## src/common/panel_pkg.sv

```systemverilog
package panel_pkg;
  localparam int CLK_HZ = 40_000_000;
  localparam int TICK_MS = 1;
  localparam int TICK_CYC = CLK_HZ / 1000 * TICK_MS;
  localparam int DEB_MS = 10;
  localparam int DEB_TICKS = DEB_MS / TICK_MS;
  localparam int HOLD_MS = 3000;
  localparam int HOLD_TICKS = HOLD_MS / TICK_MS;
  localparam int REP_DLY_MS = 500;
  localparam int REP_DLY_TICKS = REP_DLY_MS / TICK_MS;
  localparam int REP_SLOW_MS = 200;
  localparam int REP_SLOW_TICKS = REP_SLOW_MS / TICK_MS;
  localparam int REP_FAST_MS = 50;
  localparam int REP_FAST_TICKS = REP_FAST_MS / TICK_MS;
  localparam int REP_ACC_MS = 2000;
  localparam int REP_ACC_TICKS = REP_ACC_MS / TICK_MS;
  localparam int BLINK_MS = 250;
  localparam int BLINK_TICKS = BLINK_MS / TICK_MS;
  localparam int NUM_MODES = 7;
  localparam int DIGITS = 5;
  localparam logic [15:0] DEF_PAR_MAX = 16'h0063;
  localparam logic [15:0] UNLOCK_CODE = 16'h020f;
  localparam logic [15:0] SPD_TEST_CTRL = 16'h0002;
  localparam logic [15:0] JOG_CTRL = 16'h0005;
  localparam logic [15:0] FORCED_ON = 16'h0001;
  localparam logic signed [16:0] NEG_SIGN_LIM = -17'sd10000;
  localparam logic [7:0] OFS_CTRL = 8'h00;
  localparam logic [7:0] OFS_STATUS = 8'h04;
  localparam logic [7:0] OFS_SPEED = 8'h08;
  localparam logic [7:0] OFS_KEYS = 8'h0c;
  localparam logic [31:0] CTRL_RST = 32'h0000_0000;
  localparam int CTRL_LOCK_BIT = 0;
  localparam logic [1:0] RESP_OKAY = 2'h0;
  localparam logic [1:0] RESP_SLVERR = 2'h2;
  localparam logic [1:0] OP_SAVE = 2'h0;
  localparam logic [1:0] OP_FACTORY = 2'h1;
  localparam logic [1:0] OP_SOFT_RST = 2'h2;
  localparam logic [4:0] CH_MINUS = 5'h0a;
  localparam logic [4:0] CH_BLANK = 5'h0b;
  localparam logic [4:0] CH_P = 5'h0c;
  localparam logic [4:0] CH_A = 5'h0d;
  localparam logic [4:0] CH_E = 5'h0e;
  localparam logic [4:0] CH_R = 5'h0f;
  localparam logic [4:0] CH_D = 5'h10;
  localparam logic [4:0] CH_N = 5'h11;
  localparam logic [4:0] CH_J = 5'h12;
  localparam logic [4:0] CH_S = 5'h13;
  localparam logic [4:0] CH_F = 5'h14;
  localparam logic [4:0] CH_O = 5'h15;

  typedef struct packed {
    logic up;
    logic down;
    logic ret;
    logic ent;
  } key_s;

  typedef logic [DIGITS-1:0][4:0] chars_t;
  typedef logic [DIGITS-1:0][7:0] seg_t;

  typedef enum logic [2:0] {
    M_MON = 3'h0, M_PA = 3'h1, M_FN = 3'h2, M_MGT = 3'h3,
    M_SPD = 3'h4, M_JOG = 3'h5, M_AUX = 3'h6
  } mode_e;

  typedef enum logic [3:0] {
    S_TOP = 4'h0, S_MON_SEL = 4'h1, S_MON_VAL = 4'h2, S_PAR_SEL = 4'h3,
    S_PAR_EDIT = 4'h4, S_MGT_SEL = 4'h5, S_MGT_BUSY = 4'h6, S_MGT_DONE = 4'h7,
    S_SPEED = 4'h8, S_JOG = 4'h9, S_AUX = 4'ha
  } state_e;
endpackage : panel_pkg

```

## src/rtl/front_panel_menu_controller.sv

```systemverilog
// The AXI4-Lite interface to the registers and the register addresses were left to the implementer.
`timescale 1ns/1ps
// Behaviour
// - Numbers show on five digits, some items led by a prefix character.
// - Rightmost decimal point flashes while an alarm is active.
// - Negative value lights its decimal point; above -10000 and with no prefix character also a leading minus.
// - Up increments, down decrements, return goes back, enter confirms.
// - Holding up or down repeats the step, faster the longer it is held.
// - Power lamp follows main power; run lamp follows drive enabled.
// - Top level cycles seven modes; enter opens level two, return comes back.
// - Monitor: up/down pick item, enter shows value, return backs out.
// - Parameters: pick number, enter shows value, edit, enter commits at once.
// - Rightmost decimal point lit while an edit is uncommitted, cleared on commit.
// - Return during an edit discards it and goes back a level.
// - Only parameters up to 99 reachable unless password holds 527.
// - Management picks one of three commands; runs after enter held over 3 s.
// - Edits touch the working table; save copies it to EEPROM.
// - Factory restore loads factory values into table and EEPROM.
// - Soft reset restarts the drive processor like a power cycle.
// - Command shows busy, then done on success or error on failure.
// - Speed test needs control mode 2 and forced input 1; keys set speed.
// - Jog needs control mode 5; up held runs forward at jog speed.
// - In jog, down held runs reverse at jog speed, stops on release.
module front_panel_menu_controller
  import panel_pkg::*;
#(
  parameter int TICK_CYCLES = TICK_CYC,
  parameter int NUM_PAR = 128,
  parameter logic signed [15:0] SPEED_MAX = 16'sh1388
)(
  input wire logic clk,
  input wire logic rst,
  input wire key_s key_raw,
  output seg_t seg,
  output logic power_indicator,
  output logic run_indicator,
  input wire logic main_power_ok,
  input wire logic drive_enabled,
  input wire logic alarm_active,
  output logic [3:0] mon_sel,
  input wire logic signed [15:0] mon_value,
  output logic [7:0] par_addr,
  input wire logic signed [15:0] par_rdata,
  output logic par_we,
  output logic signed [15:0] par_wdata,
  input wire logic [15:0] control_mode_param,
  input wire logic [15:0] forced_input_param,
  input wire logic signed [15:0] jog_speed_param,
  input wire logic [15:0] password_param,
  output logic mgmt_req,
  output logic [1:0] mgmt_op,
  input wire logic mgmt_done,
  input wire logic mgmt_ok,
  output logic speed_test_on,
  output logic jog_on,
  output logic signed [15:0] speed_cmd,
  output logic jog_fwd,
  output logic jog_rev,
  input wire logic [7:0] awaddr,
  input wire logic awvalid,
  output logic awready,
  input wire logic [31:0] wdata,
  input wire logic [3:0] wstrb,
  input wire logic wvalid,
  output logic wready,
  output logic [1:0] bresp,
  output logic bvalid,
  input wire logic bready,
  input wire logic [7:0] araddr,
  input wire logic arvalid,
  output logic arready,
  output logic [31:0] rdata,
  output logic [1:0] rresp,
  output logic rvalid,
  input wire logic rready
);

  function automatic chars_t to_chars(input logic [16:0] m);
    chars_t c;
    logic [16:0] r;
    r = m;
    for (int i = 0; i < DIGITS; i++)
    begin
      c[i] = 5'(r % 17'd10);
      r = r / 17'd10;
    end
    return c;
  endfunction : to_chars

  function automatic logic [6:0] enc7(input logic [4:0] ch);
    case (ch)
      5'h00: enc7 = 7'h3f;
      5'h01: enc7 = 7'h06;
      5'h02: enc7 = 7'h5b;
      5'h03: enc7 = 7'h4f;
      5'h04: enc7 = 7'h66;
      5'h05, CH_S: enc7 = 7'h6d;
      5'h06: enc7 = 7'h7d;
      5'h07: enc7 = 7'h07;
      5'h08: enc7 = 7'h7f;
      5'h09: enc7 = 7'h6f;
      CH_MINUS: enc7 = 7'h40;
      CH_P: enc7 = 7'h73;
      CH_A: enc7 = 7'h77;
      CH_E: enc7 = 7'h79;
      CH_R: enc7 = 7'h50;
      CH_D: enc7 = 7'h5e;
      CH_N: enc7 = 7'h54;
      CH_J: enc7 = 7'h1e;
      CH_F: enc7 = 7'h71;
      CH_O: enc7 = 7'h5c;
      default: enc7 = 7'h00;
    endcase
  endfunction : enc7

  // Millisecond enable; all panel timing counts these pulses
  logic [31:0] div_ff;
  logic tick;
  assign tick = (div_ff == 32'(TICK_CYCLES - 1));
  always_ff @(posedge clk or posedge rst)
  begin
    if (rst)
      div_ff <= '0;
    else
      div_ff <= tick ? '0 : div_ff + 32'h1;
  end

  logic [31:0] ctrl_ff;
  logic [3:0] raw, stab_ff, prev_ff, press, held;
  logic [3:0][7:0] deb_ff;
  assign raw = key_raw;
  // Locked panel ignores keys entirely; stable state keeps tracking
  assign held = ctrl_ff[CTRL_LOCK_BIT] ? 4'h0 : stab_ff;
  assign press = held & ~prev_ff;
  always_ff @(posedge clk or posedge rst)
  begin
    if (rst)
    begin
      stab_ff <= '0;
      deb_ff <= '0;
      prev_ff <= '0;
    end
    else
    begin
      prev_ff <= held;
      for (int i = 0; i < 4; i++)
      begin
        if (raw[i] == stab_ff[i])
          deb_ff[i] <= '0;
        else if (tick && deb_ff[i] == 8'(DEB_TICKS - 1))
        begin
          stab_ff[i] <= raw[i];
          deb_ff[i] <= '0;
        end
        else if (tick)
          deb_ff[i] <= deb_ff[i] + 8'h1;
      end
    end
  end

  key_s kh, kp;
  assign kh = held;
  assign kp = press;

  // Auto repeat: first step on the press, then slow, then fast
  logic [15:0] rep_age_ff, rep_cnt_ff;
  logic rep_hit, up_step, dn_step;
  logic [15:0] rep_per;
  assign rep_per = (rep_age_ff >= 16'(REP_ACC_TICKS)) ? 16'(REP_FAST_TICKS) : 16'(REP_SLOW_TICKS);
  assign rep_hit = tick && (kh.up ^ kh.down) && rep_age_ff >= 16'(REP_DLY_TICKS) && rep_cnt_ff >= rep_per - 16'h1;
  assign up_step = kp.up | (kh.up & ~kh.down & rep_hit);
  assign dn_step = kp.down | (kh.down & ~kh.up & rep_hit);
  always_ff @(posedge clk or posedge rst)
  begin
    if (rst)
    begin
      rep_age_ff <= '0;
      rep_cnt_ff <= '0;
    end
    else if (!(kh.up ^ kh.down))
    begin
      rep_age_ff <= '0;
      rep_cnt_ff <= '0;
    end
    else if (tick)
    begin
      if (rep_age_ff != 16'hffff)
        rep_age_ff <= rep_age_ff + 16'h1;
      rep_cnt_ff <= rep_hit ? '0 : rep_cnt_ff + 16'h1;
    end
  end

  state_e st_ff;
  mode_e mode_ff;
  logic [7:0] idx_ff;
  logic [3:0] mon_ff;
  logic [1:0] mgt_sel_ff;
  logic [15:0] hold_ff;
  logic signed [15:0] edit_ff, spd_ff;
  logic dirty_ff, ok_ff, req_ff, we_ff, bank_ff;
  logic [7:0] par_max;
  logic spd_ok, jog_ok;
  assign par_max = (password_param == UNLOCK_CODE) ? 8'(NUM_PAR - 1) : DEF_PAR_MAX[7:0];
  assign spd_ok = control_mode_param == SPD_TEST_CTRL && forced_input_param == FORCED_ON;
  assign jog_ok = control_mode_param == JOG_CTRL;

  always_ff @(posedge clk or posedge rst)
  begin
    if (rst)
      hold_ff <= '0;
    else if (st_ff != S_MGT_SEL || !kh.ent)
      hold_ff <= '0;
    else if (tick && hold_ff <= 16'(HOLD_TICKS))
      hold_ff <= hold_ff + 16'h1;
  end

  always_ff @(posedge clk or posedge rst)
  begin
    if (rst)
    begin
      st_ff <= S_TOP;
      mode_ff <= M_MON;
      idx_ff <= '0;
      mon_ff <= '0;
      mgt_sel_ff <= OP_SAVE;
      edit_ff <= '0;
      spd_ff <= '0;
      dirty_ff <= 1'b0;
      ok_ff <= 1'b0;
      req_ff <= 1'b0;
      we_ff <= 1'b0;
      bank_ff <= 1'b0;
    end
    else
    begin
      req_ff <= 1'b0;
      we_ff <= 1'b0;
      case (st_ff)
        S_TOP:
        begin
          if (up_step)
            mode_ff <= (mode_ff == M_AUX) ? M_MON : mode_e'(mode_ff + 3'h1);
          else if (dn_step)
            mode_ff <= (mode_ff == M_MON) ? M_AUX : mode_e'(mode_ff - 3'h1);
          else if (kp.ent)
          begin
            idx_ff <= '0;
            bank_ff <= (mode_ff == M_FN);
            case (mode_ff)
              M_MON: st_ff <= S_MON_SEL;
              M_PA, M_FN: st_ff <= S_PAR_SEL;
              M_MGT: st_ff <= S_MGT_SEL;
              M_SPD: st_ff <= spd_ok ? S_SPEED : S_TOP;
              M_JOG: st_ff <= jog_ok ? S_JOG : S_TOP;
              default: st_ff <= S_AUX;
            endcase
            spd_ff <= '0;
          end
        end
        S_MON_SEL:
        begin
          if (up_step)
            mon_ff <= mon_ff + 4'h1;
          else if (dn_step)
            mon_ff <= mon_ff - 4'h1;
          else if (kp.ent)
            st_ff <= S_MON_VAL;
          else if (kp.ret)
            st_ff <= S_TOP;
        end
        S_MON_VAL:
          if (kp.ret)
            st_ff <= S_MON_SEL;
        S_PAR_SEL:
        begin
          if (up_step)
            idx_ff <= (idx_ff >= par_max) ? 8'h00 : idx_ff + 8'h1;
          else if (dn_step)
            idx_ff <= (idx_ff == 8'h00 || idx_ff > par_max) ? par_max : idx_ff - 8'h1;
          else if (kp.ent)
          begin
            edit_ff <= par_rdata;
            dirty_ff <= 1'b0;
            st_ff <= S_PAR_EDIT;
          end
          else if (kp.ret)
            st_ff <= S_TOP;
        end
        S_PAR_EDIT:
        begin
          if (kp.ret)
          begin
            dirty_ff <= 1'b0;
            st_ff <= S_PAR_SEL;
          end
          else if (kp.ent)
          begin
            we_ff <= 1'b1;
            dirty_ff <= 1'b0;
          end
          else if (up_step)
          begin
            edit_ff <= edit_ff + 16'sh1;
            dirty_ff <= 1'b1;
          end
          else if (dn_step)
          begin
            edit_ff <= edit_ff - 16'sh1;
            dirty_ff <= 1'b1;
          end
        end
        S_MGT_SEL:
        begin
          if (up_step)
            mgt_sel_ff <= (mgt_sel_ff == OP_SOFT_RST) ? OP_SAVE : mgt_sel_ff + 2'h1;
          else if (dn_step)
            mgt_sel_ff <= (mgt_sel_ff == OP_SAVE) ? OP_SOFT_RST : mgt_sel_ff - 2'h1;
          else if (kp.ret)
            st_ff <= S_TOP;
          else if (hold_ff > 16'(HOLD_TICKS))
          begin
            req_ff <= 1'b1;
            st_ff <= S_MGT_BUSY;
          end
        end
        S_MGT_BUSY:
          if (mgmt_done)
          begin
            ok_ff <= mgmt_ok;
            st_ff <= S_MGT_DONE;
          end
        S_MGT_DONE:
          if (kp.ret || kp.ent)
            st_ff <= S_MGT_SEL;
        S_SPEED:
        begin
          if (up_step && spd_ff < SPEED_MAX)
            spd_ff <= spd_ff + 16'sh1;
          else if (dn_step && spd_ff > -SPEED_MAX)
            spd_ff <= spd_ff - 16'sh1;
          else if (kp.ret)
          begin
            spd_ff <= '0;
            st_ff <= S_TOP;
          end
        end
        S_JOG, S_AUX:
          if (kp.ret)
            st_ff <= S_TOP;
        default: st_ff <= S_TOP;
      endcase
    end
  end

  // Outputs to the drive side, registered except speed_test_on and jog_on, decoded from st_ff
  logic jf_ff, jr_ff, pw_ff, run_ff;
  logic signed [15:0] cmd_ff;
  always_ff @(posedge clk or posedge rst)
  begin
    if (rst)
    begin
      jf_ff <= 1'b0;
      jr_ff <= 1'b0;
      cmd_ff <= '0;
      pw_ff <= 1'b0;
      run_ff <= 1'b0;
    end
    else
    begin
      jf_ff <= (st_ff == S_JOG) && kh.up && !kh.down;
      jr_ff <= (st_ff == S_JOG) && kh.down && !kh.up;
      if (st_ff == S_JOG)
        cmd_ff <= (kh.up ^ kh.down) ? jog_speed_param : 16'sh0;
      else
        cmd_ff <= (st_ff == S_SPEED) ? spd_ff : 16'sh0;
      pw_ff <= main_power_ok;
      run_ff <= drive_enabled;
    end
  end
  assign jog_fwd = jf_ff;
  assign jog_rev = jr_ff;
  assign speed_cmd = cmd_ff;
  assign power_indicator = pw_ff;
  assign run_indicator = run_ff;
  assign mgmt_req = req_ff;
  assign mgmt_op = mgt_sel_ff;
  assign par_we = we_ff;
  assign par_wdata = edit_ff;
  assign par_addr = {bank_ff, idx_ff[6:0]};
  assign mon_sel = mon_ff;
  assign speed_test_on = (st_ff == S_SPEED);
  assign jog_on = (st_ff == S_JOG);

  // Display
  logic [15:0] blink_ff;
  logic blink_on_ff;
  always_ff @(posedge clk or posedge rst)
  begin
    if (rst)
    begin
      blink_ff <= '0;
      blink_on_ff <= 1'b0;
    end
    else if (tick)
    begin
      blink_ff <= (blink_ff == 16'(BLINK_TICKS - 1)) ? '0 : blink_ff + 16'h1;
      if (blink_ff == 16'(BLINK_TICKS - 1))
        blink_on_ff <= ~blink_on_ff;
    end
  end

  chars_t ch, dig;
  logic [4:0] pre;
  logic signed [16:0] num;
  logic shownum, neg;
  always_comb
  begin
    ch = {DIGITS{CH_BLANK}};
    pre = CH_BLANK;
    num = '0;
    shownum = 1'b1;
    case (st_ff)
      S_TOP:
      begin
        shownum = 1'b0;
        ch[3] = CH_MINUS;
        case (mode_ff)
          M_MON: ch[4] = CH_D;
          M_PA: ch[4] = CH_P;
          M_FN: ch[4] = CH_F;
          M_MGT: ch[4] = CH_E;
          M_SPD: ch[4] = CH_S;
          M_JOG: ch[4] = CH_J;
          default: ch[4] = CH_A;
        endcase
      end
      S_MON_SEL:
      begin
        pre = CH_D;
        num = 17'(mon_ff);
      end
      S_MON_VAL: num = 17'(mon_value);
      S_PAR_SEL:
      begin
        pre = bank_ff ? CH_F : CH_P;
        num = 17'(idx_ff);
      end
      S_PAR_EDIT: num = 17'(edit_ff);
      S_MGT_SEL:
      begin
        pre = CH_E;
        num = 17'(mgt_sel_ff);
      end
      S_MGT_BUSY:
      begin
        shownum = 1'b0;
        ch = {CH_S, CH_MINUS, CH_MINUS, CH_MINUS, CH_MINUS};
      end
      S_MGT_DONE:
      begin
        shownum = 1'b0;
        ch = ok_ff ? {CH_BLANK, CH_D, CH_O, CH_N, CH_E} : {CH_BLANK, CH_BLANK, CH_E, CH_R, CH_R};
      end
      S_SPEED:
      begin
        pre = CH_S;
        num = 17'(spd_ff);
      end
      S_JOG:
      begin
        pre = CH_J;
        num = 17'(jog_speed_param);
      end
      default: shownum = 1'b0;
    endcase
    neg = shownum && num < 0;
    dig = to_chars(neg ? 17'(-num) : 17'(num));
    if (shownum)
    begin
      ch = dig;
      if (pre != CH_BLANK)
        ch[4] = pre;
      else if (neg && num > NEG_SIGN_LIM)
        ch[4] = CH_MINUS;
    end
  end

  seg_t seg_ff;
  always_ff @(posedge clk or posedge rst)
  begin
    if (rst)
      seg_ff <= '0;
    else
    begin
      for (int i = 0; i < DIGITS; i++)
        seg_ff[i] <= {1'b0, enc7(ch[i])};
      seg_ff[4][7] <= neg;
      seg_ff[0][7] <= dirty_ff | (alarm_active & blink_on_ff);
    end
  end
  assign seg = seg_ff;

  // Register slave; write address and data may arrive in either order
  logic aw_got_ff, w_got_ff, bv_ff, rv_ff;
  logic [7:0] aw_ff;
  logic [31:0] wd_ff, rd_ff;
  logic [1:0] br_ff, rr_ff;
  logic [31:0] rd_mux;
  assign awready = !aw_got_ff && !bv_ff;
  assign wready = !w_got_ff && !bv_ff;
  assign arready = !rv_ff;
  always_comb
  begin
    case (araddr)
      OFS_CTRL: rd_mux = ctrl_ff;
      OFS_STATUS: rd_mux = {23'h0, ok_ff, dirty_ff, mode_ff, st_ff};
      OFS_SPEED: rd_mux = 32'(cmd_ff);
      OFS_KEYS: rd_mux = {28'h0, stab_ff};
      default: rd_mux = 32'h0;
    endcase
  end
  always_ff @(posedge clk or posedge rst)
  begin
    if (rst)
    begin
      aw_got_ff <= 1'b0;
      w_got_ff <= 1'b0;
      bv_ff <= 1'b0;
      rv_ff <= 1'b0;
      aw_ff <= '0;
      wd_ff <= '0;
      rd_ff <= '0;
      br_ff <= RESP_OKAY;
      rr_ff <= RESP_OKAY;
      ctrl_ff <= CTRL_RST;
    end
    else
    begin
      if (awvalid && awready)
      begin
        aw_got_ff <= 1'b1;
        aw_ff <= awaddr;
      end
      if (wvalid && wready)
      begin
        wd_ff <= wstrb[0] ? wdata : ctrl_ff;
        w_got_ff <= 1'b1;
      end
      if (aw_got_ff && w_got_ff)
      begin
        aw_got_ff <= 1'b0;
        w_got_ff <= 1'b0;
        bv_ff <= 1'b1;
        br_ff <= (aw_ff == OFS_CTRL) ? RESP_OKAY : RESP_SLVERR;
        if (aw_ff == OFS_CTRL)
          ctrl_ff <= {31'h0, wd_ff[CTRL_LOCK_BIT]};
      end
      else if (bv_ff && bready)
        bv_ff <= 1'b0;
      if (arvalid && arready)
      begin
        rv_ff <= 1'b1;
        rd_ff <= rd_mux;
        rr_ff <= (araddr[1:0] == 2'h0 && araddr <= OFS_KEYS) ? RESP_OKAY : RESP_SLVERR;
      end
      else if (rv_ff && rready)
        rv_ff <= 1'b0;
    end
  end
  assign bvalid = bv_ff;
  assign bresp = br_ff;
  assign rvalid = rv_ff;
  assign rdata = rd_ff;
  assign rresp = rr_ff;
endmodule : front_panel_menu_controller

```

## config.mk

```make
export PLATFORM = sky130hd
export DESIGN_NAME = front_panel_menu_controller
export DESIGN_NICKNAME = d
export VERILOG_FILES = /design/src/common/panel_pkg.sv /design/src/rtl/front_panel_menu_controller.sv
export SDC_FILE = /design/constraint.sdc
export NUM_CORES = 1
export LEC_CHECK = 0
export BUFFER_PORTS_ARGS = -buffer_cell sky130_fd_sc_hd__buf_4
export CORE_ASPECT_RATIO = 0.7
export CORE_UTILIZATION = 25
export CTS_CLUSTER_SIZE = 12
export DETAILED_ROUTE_END_ITERATION = 12
export PLACE_DENSITY = 0.42
export SKIP_CTS_REPAIR_TIMING = 1
export SLEW_MARGIN = 20
export SYNTH_ARGS = -nofsm -noshare
export SYNTH_HDL_FRONTEND = slang
export SYNTH_SLANG_ARGS = --single-unit
```

## constraint.sdc

```tcl
create_clock -name clk -period 25.5 [get_ports clk]
set_input_delay 2.55 -clock clk [delete_from_list [all_inputs] [get_ports clk]]
set_output_delay 2.55 -clock clk [all_outputs]
set_load 0.02 [all_outputs]
```

# Word-level counts from Yosys, hierarchy flattened
# Memories as Yosys holds them, arrays and structs flattened. A register that Yosys moved wholly into a read port is not among the register bits.
# Cells that the tools add are included.
[op_classes]
add_sub_neg = 23
mul = 0
div = 9
magnitude_cmp = 12
n_eq_ne = 62
shift = 0
n_mux = 125
bitwise_logic = 20
reduce_logical = 76
[ops]
columns = ["cell", "count"]
rows = [
  ["two-way mux 16 bit", 25],
  ["two-way mux 8 bit", 20],
  ["case mux 32 bit (4 select lines)", 1],
  ["case mux 17 bit (7 select lines)", 1],
  ["two-way mux 4 bit", 25],
  ["modulo 17 x 4 -> 17 bit, second input constant", 5],
  ["divider 17 x 4 -> 17 bit, second input constant", 4],
  ["adder 16 x 1 -> 16 bit, second input constant", 4],
  ["case mux 16 bit (2 select lines)", 2],
  ["equality test 8 x 4 -> 1 bit, second input constant", 6],
  ["adder 8 x 1 -> 8 bit, second input constant", 5],
  ["inequality test 2 bit, second input constant", 20],
  ["case mux 4 bit (10 select lines)", 1],
  ["adder 16 x 2 -> 16 bit, second input constant", 2],
  ["adder 32 x 1 -> 32 bit, second input constant", 1],
  ["equality test 32 x 16 -> 1 bit, second input constant", 1],
  ["two-way mux 32 bit", 1],
  ["subtractor 16 x 2 -> 16 bit, second input constant", 2],
  ["case mux 10 bit (3 select lines)", 1],
  ["case mux 15 bit (2 select lines)", 1],
  ["case mux 5 bit (6 select lines)", 1],
  ["logical AND 1 bit", 26],
  ["two-way mux 1 bit", 25],
  ["two-way mux 25 bit", 1],
  ["72 further kinds", 146],
]
[totals]
ff_bits = 281
latch_bits = 0
ram_bits = 0
rom_bits = 1120
in_bits = 164
output_inout_bits = 135
word_cells = 376
n_memories = 5
[memory_table]
columns = ["memory", "depth", "word_bits", "rd", "rd_clocked_by_memory_dff", "wr", "line", "source"]
rows = [
  ["(no name shown)", 32, 7, 1, 1, 0, "front_panel_menu_controller.sv:91", "case (ch)"],
  ["(no name shown)", 32, 7, 1, 1, 0, "front_panel_menu_controller.sv:91", ""],
  ["(no name shown)", 32, 7, 1, 1, 0, "front_panel_menu_controller.sv:91", ""],
  ["(no name shown)", 32, 7, 1, 1, 0, "front_panel_menu_controller.sv:91", ""],
  ["(no name shown)", 32, 7, 1, 1, 0, "front_panel_menu_controller.sv:91", ""],
]

# Depth between registers and ports, before layout
[depth]
word_depth = 13
ltp_mapped = 48
ltp_nobuf = 40

# Least setup slack after synthesis
# OpenSTA, ideal clock, no wires.
[synth_timing]
path_type = "input port to flip-flop"
start = "in jog_speed_param[0]"
end = "reg seg_ff (netlist bit seg[19])"
setup_ns = 0.128
arrival_time_ns = 11.296
t_required_ns = 25.372
setup_slack_ns = 14.076
cell_stages = 39
path_buffers = 3
path_cell_list = "nand3b_1 a21oi_1 or4_4 inv_1 ha_1 inv_1 or3b_1 nor3_1 a41oi_2 xnor2_2 buf_4 or2_2 o221a_2 o211ai_1 o32ai_2 or3_1 buf_2 a2111oi_0 (+3 left out) a2bb2oi_1 a21oi_1 o2111ai_1 inv_1 xnor2_1 ha_1 nor2_1 maj3_1 o311a_1 o211a_1 o2111ai_1 nand3_1 nor3_1 inv_1 ha_1 mux2_2 a22oi_1 mux2i_1"
[synth_between]
elab_chain_cells = 8
word_cells_on_any_way = 9
cone_classes = "add/sub: 1; div: 3; order compare: 1; mux: 3; reduce/logical: 1"
[synth_lines]
columns = ["item", "line", "source"]
rows = [
  ["from (decl)", "front_panel_menu_controller.sv:48", "input wire logic signed [15:0] jog_speed_param,"],
  ["case mux 17 bit (7 select lines) *", "front_panel_menu_controller.sv:422", "case (st_ff)"],
  ["< comparator 17 x 1 -> 1 bit", "front_panel_menu_controller.sv:476", "neg = shownum && num < 0;"],
  ["logical AND 1 bit", "front_panel_menu_controller.sv:476", ""],
  ["two-way mux 17 bit *", "front_panel_menu_controller.sv:477", "dig = to_chars(neg ? 17'(-num) : 17'(num));"],
  ["divider 17 x 4 -> 17 bit * (2 in series)", "front_panel_menu_controller.sv:85", "r = r / 17'd10;"],
  ["modulo 17 x 4 -> 17 bit *", "front_panel_menu_controller.sv:84", "c[i] = 5'(r % 17'd10);"],
  ["two-way mux 25 bit *", "front_panel_menu_controller.sv:478", "if (shownum)"],
  ["to (decl)", "front_panel_menu_controller.sv:488", "seg_t seg_ff;"],
]
# Every way passes the cells marked *; elsewhere a longest branch is shown, timed or not.
# A chain may end at the register's enable or synchronous reset.

# Worst setup path after layout
[layout_timing]
start = "in jog_speed_param[0]"
end = "reg seg_ff (netlist bit seg[11])"
[layout_between]
elab_chain_cells = 7
word_cells_on_any_way = 8
cone_classes = "add/sub: 1; div: 2; order compare: 1; mux: 3; reduce/logical: 1"
[layout_lines]
columns = ["item", "line"]
rows = [
  ["case mux 17 bit (7 select lines) *", "front_panel_menu_controller.sv:422"],
  ["< comparator 17 x 1 -> 1 bit", "front_panel_menu_controller.sv:476"],
  ["logical AND 1 bit", "front_panel_menu_controller.sv:476"],
  ["two-way mux 17 bit *", "front_panel_menu_controller.sv:477"],
  ["divider 17 x 4 -> 17 bit *", "front_panel_menu_controller.sv:85"],
  ["modulo 17 x 4 -> 17 bit *", "front_panel_menu_controller.sv:84"],
  ["two-way mux 25 bit *", "front_panel_menu_controller.sv:478"],
]
# Marked as above.

==> impl_metrics.csv <==
group,metric,value,unit
final_layout,most_common_library_cell_in_the_layout_ignoring_fill_and_taps,"buf_4",
drt,finalWirelength,79500,um
job,drv.max_cap_violation_count,0,
floorplanning,fp-row-count,91,
drt,drt_first_iter_violations,1793,
global_route,grt_start_max_net_pins,91,
timing,clock.fmax,0.0724,GHz
global_route,grt_pass1_vias,19800,
final_layout,design_area,26400,um^2
drt,route.detailed.drc,0,
synthesis,ys_ff_latch,284,
global_route,grt_pass1_wl,122000,um
timing,fin_crit,13.82,ns
timing,totalNegativeSetupSlack,0,ns
critical_path,worst-setup-path-type,"in -> reg",
synthesis,synth-async-reset-ratio,100,%
synthesis,synthFlopType,"dfrtp_1",
drt,routed_wire_length_per_instance,19.7,um
clock_network,clockRootBuffer,"clkbuf_16",
critical_path,worst_setup_path_start_kind,"primary input",
power_and_ir_drop,ratio_of_total_power_to_cell_area,39.0,nW/um^2
clock_network,cts_buffers,35,
synthesis,yosys.cell_types.count,127,
placed_design,placement.cell_area,25200,um^2
placed_design,final_hpwl_from_detailed_placement,61300,um
floorplanning,initial_core_utilization,25.3,%
placed_design,gpl.final_weighted_congestion,0.859,
placed_design,numPlacedInstances,3964,
timing,hold_violations,0,
floorplanning,die_area,90700,um^2
timing,worst_pin_slew,1.06,ns
critical_path,reg2reg_setup_slack,12.58,ns
timing,timing.clock.skew,0.0343,ns
drt,detailedRoute.firstPassIterationCount,6,
floorplanning,io_pins,299,
critical_path,startpoint_of_the_most_critical_setup_path,"jog_speed_param[0]",
synthesis,netlist_area,22400,um^2
global_route,antenna_found_initial,2,
drt,postRouteAntennaNets,0,
floorplanning,die_w,360,um
critical_path,timing.critical_path.to,"seg[11]",
synthesis,synth-edff-count,0,
final_layout,largest_register_ffs,37,
synthesis,synth_cells,2676,
critical_path,critical_path.reg2reg.startpoint,"st_ff[0]",
drt,dr_total_vias,21400,
critical_path,end_kind,"register",
clock_network,clk_buf_depth,3,
critical_path,worst-path-max-fanout,29,
critical_path,cpPeakStageDelay,0.93,ns
synthesis,ys.warnings.count,0,
critical_path,crit_top_cell,"inv_1",
final_layout,fin_nets,3108,
clock_network,clk-insertion-delay-late,0.57,ns
final_layout,area_growth_syn_to_layout,18.0,%
run_status,outcome,"finished clean",
timing,final_max_slew_viol_count,0,
timing,setup_violations,0,
floorplanning,core-area,88400,um^2
placed_design,place.port_buffers,259,
clock_network,tritoncts_clock_tree,"built",
hold_path,worst_hold_path_type,"reg -> reg",
timing,final.period_utilization,54.2,%
clock_network,h_tree_level_count,2,
critical_path,worst_r2r_endpoint,"seg[11]",
critical_path,cpMaxStageDelayCell,"a21oi_1",
global_route,overall_fraction_of_global_route_tracks_in_use,17.0,%
drt,vias_per_cell,5.31,
synthesis,synthesis.area_per_instance,8.36,um^2
clock_network,cts.sink_count,284,
final_layout,fillCellCount,9395,
global_route,grt_overflow,0,
final_layout,final_layout_size_suffix_gt1_share,16.0,%
timing,timing.slew.headroom,29.6,%
timing,grt_setup_unrepaired,"false",
final_layout,layoutNonFillerInstCount,4029,
critical_path,r2r_cells,36,
synthesis,seq_area_frac_synth,31.8,%
critical_path,worst-endpoint-required,25.95,ns
final_layout,mostFrequentLayoutCells,"buf_4, dfrtp_1, nor2_1",
critical_path,critPathArrivalTime,14.27,ns
power_and_ir_drop,total_leakage_power,11.5,nW
power_and_ir_drop,vdd.ir_drop.worst,0.0365,mV
floorplanning,die_height,252,um
clock_network,worst_setup_hold_path_clk_slew,0.05,ns
[Yosys cell counts (12+ instances only)]
| master | number | share of area [%] |
|---|---|---|
| and3_1 | 57 | 1.6 |
| a21oi_1 | 150 | 3.4 |
| mux2_2 | 28 | 1.4 |
| buf_2 | 31 | 0.69 |
| nor2_1 | 275 | 4.6 |
| mux2i_1 | 48 | 2.1 |
| inv_1 | 85 | 1.4 |
| o21ai_1 | 15 | 0.34 |
| nand3b_1 | 14 | 0.47 |
| o31ai_1 | 30 | 1.0 |
| nand2_1 | 224 | 3.8 |
| and2_1 | 16 | 0.45 |
| or3_1 | 32 | 0.89 |
| a21o_1 | 27 | 0.91 |
| a22oi_1 | 23 | 0.77 |
| ha_1 | 102 | 5.7 |
| nand4_1 | 37 | 1.0 |
| nor3_1 | 75 | 1.7 |
| clkbuf_1 | 89 | 1.5 |
| a211oi_1 | 32 | 1.1 |
| dfrtp_1 | 284 | 32 |
| nor2b_1 | 32 | 0.89 |
| a22o_1 | 38 | 1.5 |
| nor4_1 | 30 | 0.84 |
| o211ai_1 | 28 | 0.94 |
| nand2b_1 | 38 | 1.1 |
| buf_4 | 38 | 1.3 |
| nand3_1 | 97 | 2.2 |
| o22ai_1 | 19 | 0.53 |
| xnor2_1 | 79 | 3.1 |
| a31oi_1 | 23 | 0.64 |
| o21ai_0 | 192 | 4.3 |
| xor2_1 | 56 | 2.2 |
| o21bai_1 | 12 | 0.40 |
| or2_2 | 12 | 0.34 |
[cells by family after synthesis]
family | synth area share [%]
other | 0.0168
xor gates and xnor gates | 5.43
buffers and inverters | 5.23
muxes | 3.76
AOI/OAI and AO/OA | 24.6
and+or+nand+nor | 23.1
DFF | 31.8
adders and majority gates | 6.15
[cell type report]
type / count / area, um^2 / area share [%]
inverter: 90 / 345 / 1.31
sequential: 284 / 7110 / 26.9
timing repair buffer: 290 / 2180 / 8.26
clock inverter: 15 / 145 / 0.550
tap: 1162 / 1450 / 5.51
multi-input combinational: 2139 / 14200 / 53.7
clock buffer: 47 / 972 / 3.68
antenna: 2 / 5.00 / 0.0190
[power by group]
| group | internal [mW] | switching (mW) | total (mW) |
|---|---|---|---|
| logic | 0.0291 | 0.0344 | 0.0635 |
| clock network | 0.289 | 0.210 | 0.499 |
| registers | 0.461 | 0.00689 | 0.468 |
| total | 0.779 | 0.251 | 1.03 |
[metrics by stage]
stage | setup slack [ns] | utilization, % | hold WS, ns | total power, mW
detailed placement | 11.26 | 28.6 | 0.467 | 0.541
global route | 10.77 | 29.9 | 0.494 | 1.08
finish | 11.68 | 29.9 | 0.474 | 1.03
floorplan | 14.08 | - | 0.441 | 0.507
global placement | 11.47 | 28.6 | 0.465 | 0.540
CTS | 11.85 | 29.8 | 0.482 | 1.05
[how the worst min path moves through the flow]
stage          cells past startpoint             end      startpoint
2_1_floorplan                      1  rep_cnt_ff[15]  rep_cnt_ff[15]
3_3_place_gp                       2        wd_ff[0]        wd_ff[0]
3_5_place_dp                       2        wd_ff[0]        wd_ff[0]
4_1_cts                            2        wd_ff[0]        wd_ff[0]
5_1_grt                            1      deb_ff[23]      deb_ff[23]
6_report                           1    blink_ff[15]    blink_ff[15]
[metal layers]
metal	share of wire [%]	global-route usage [%]	vias to the layer above
met5	0.011	0	-
met4	1.7	3.32	2
met3	8.2	3.97	73
met2	39	23.2	733
met1	51	26.6	10400
li1	-	-	10200
[critical path, delay by kind of cell]
kind	cells	cell delay (ns)
fa+ha+maj	4	1.14
mux	2	0.37
compound gates	15	4.83
xor+xnor	2	0.89
simple gates	8	3.37
buf+inv	6	1.10
No activity file was read; power rests on OpenSTA's default activity.
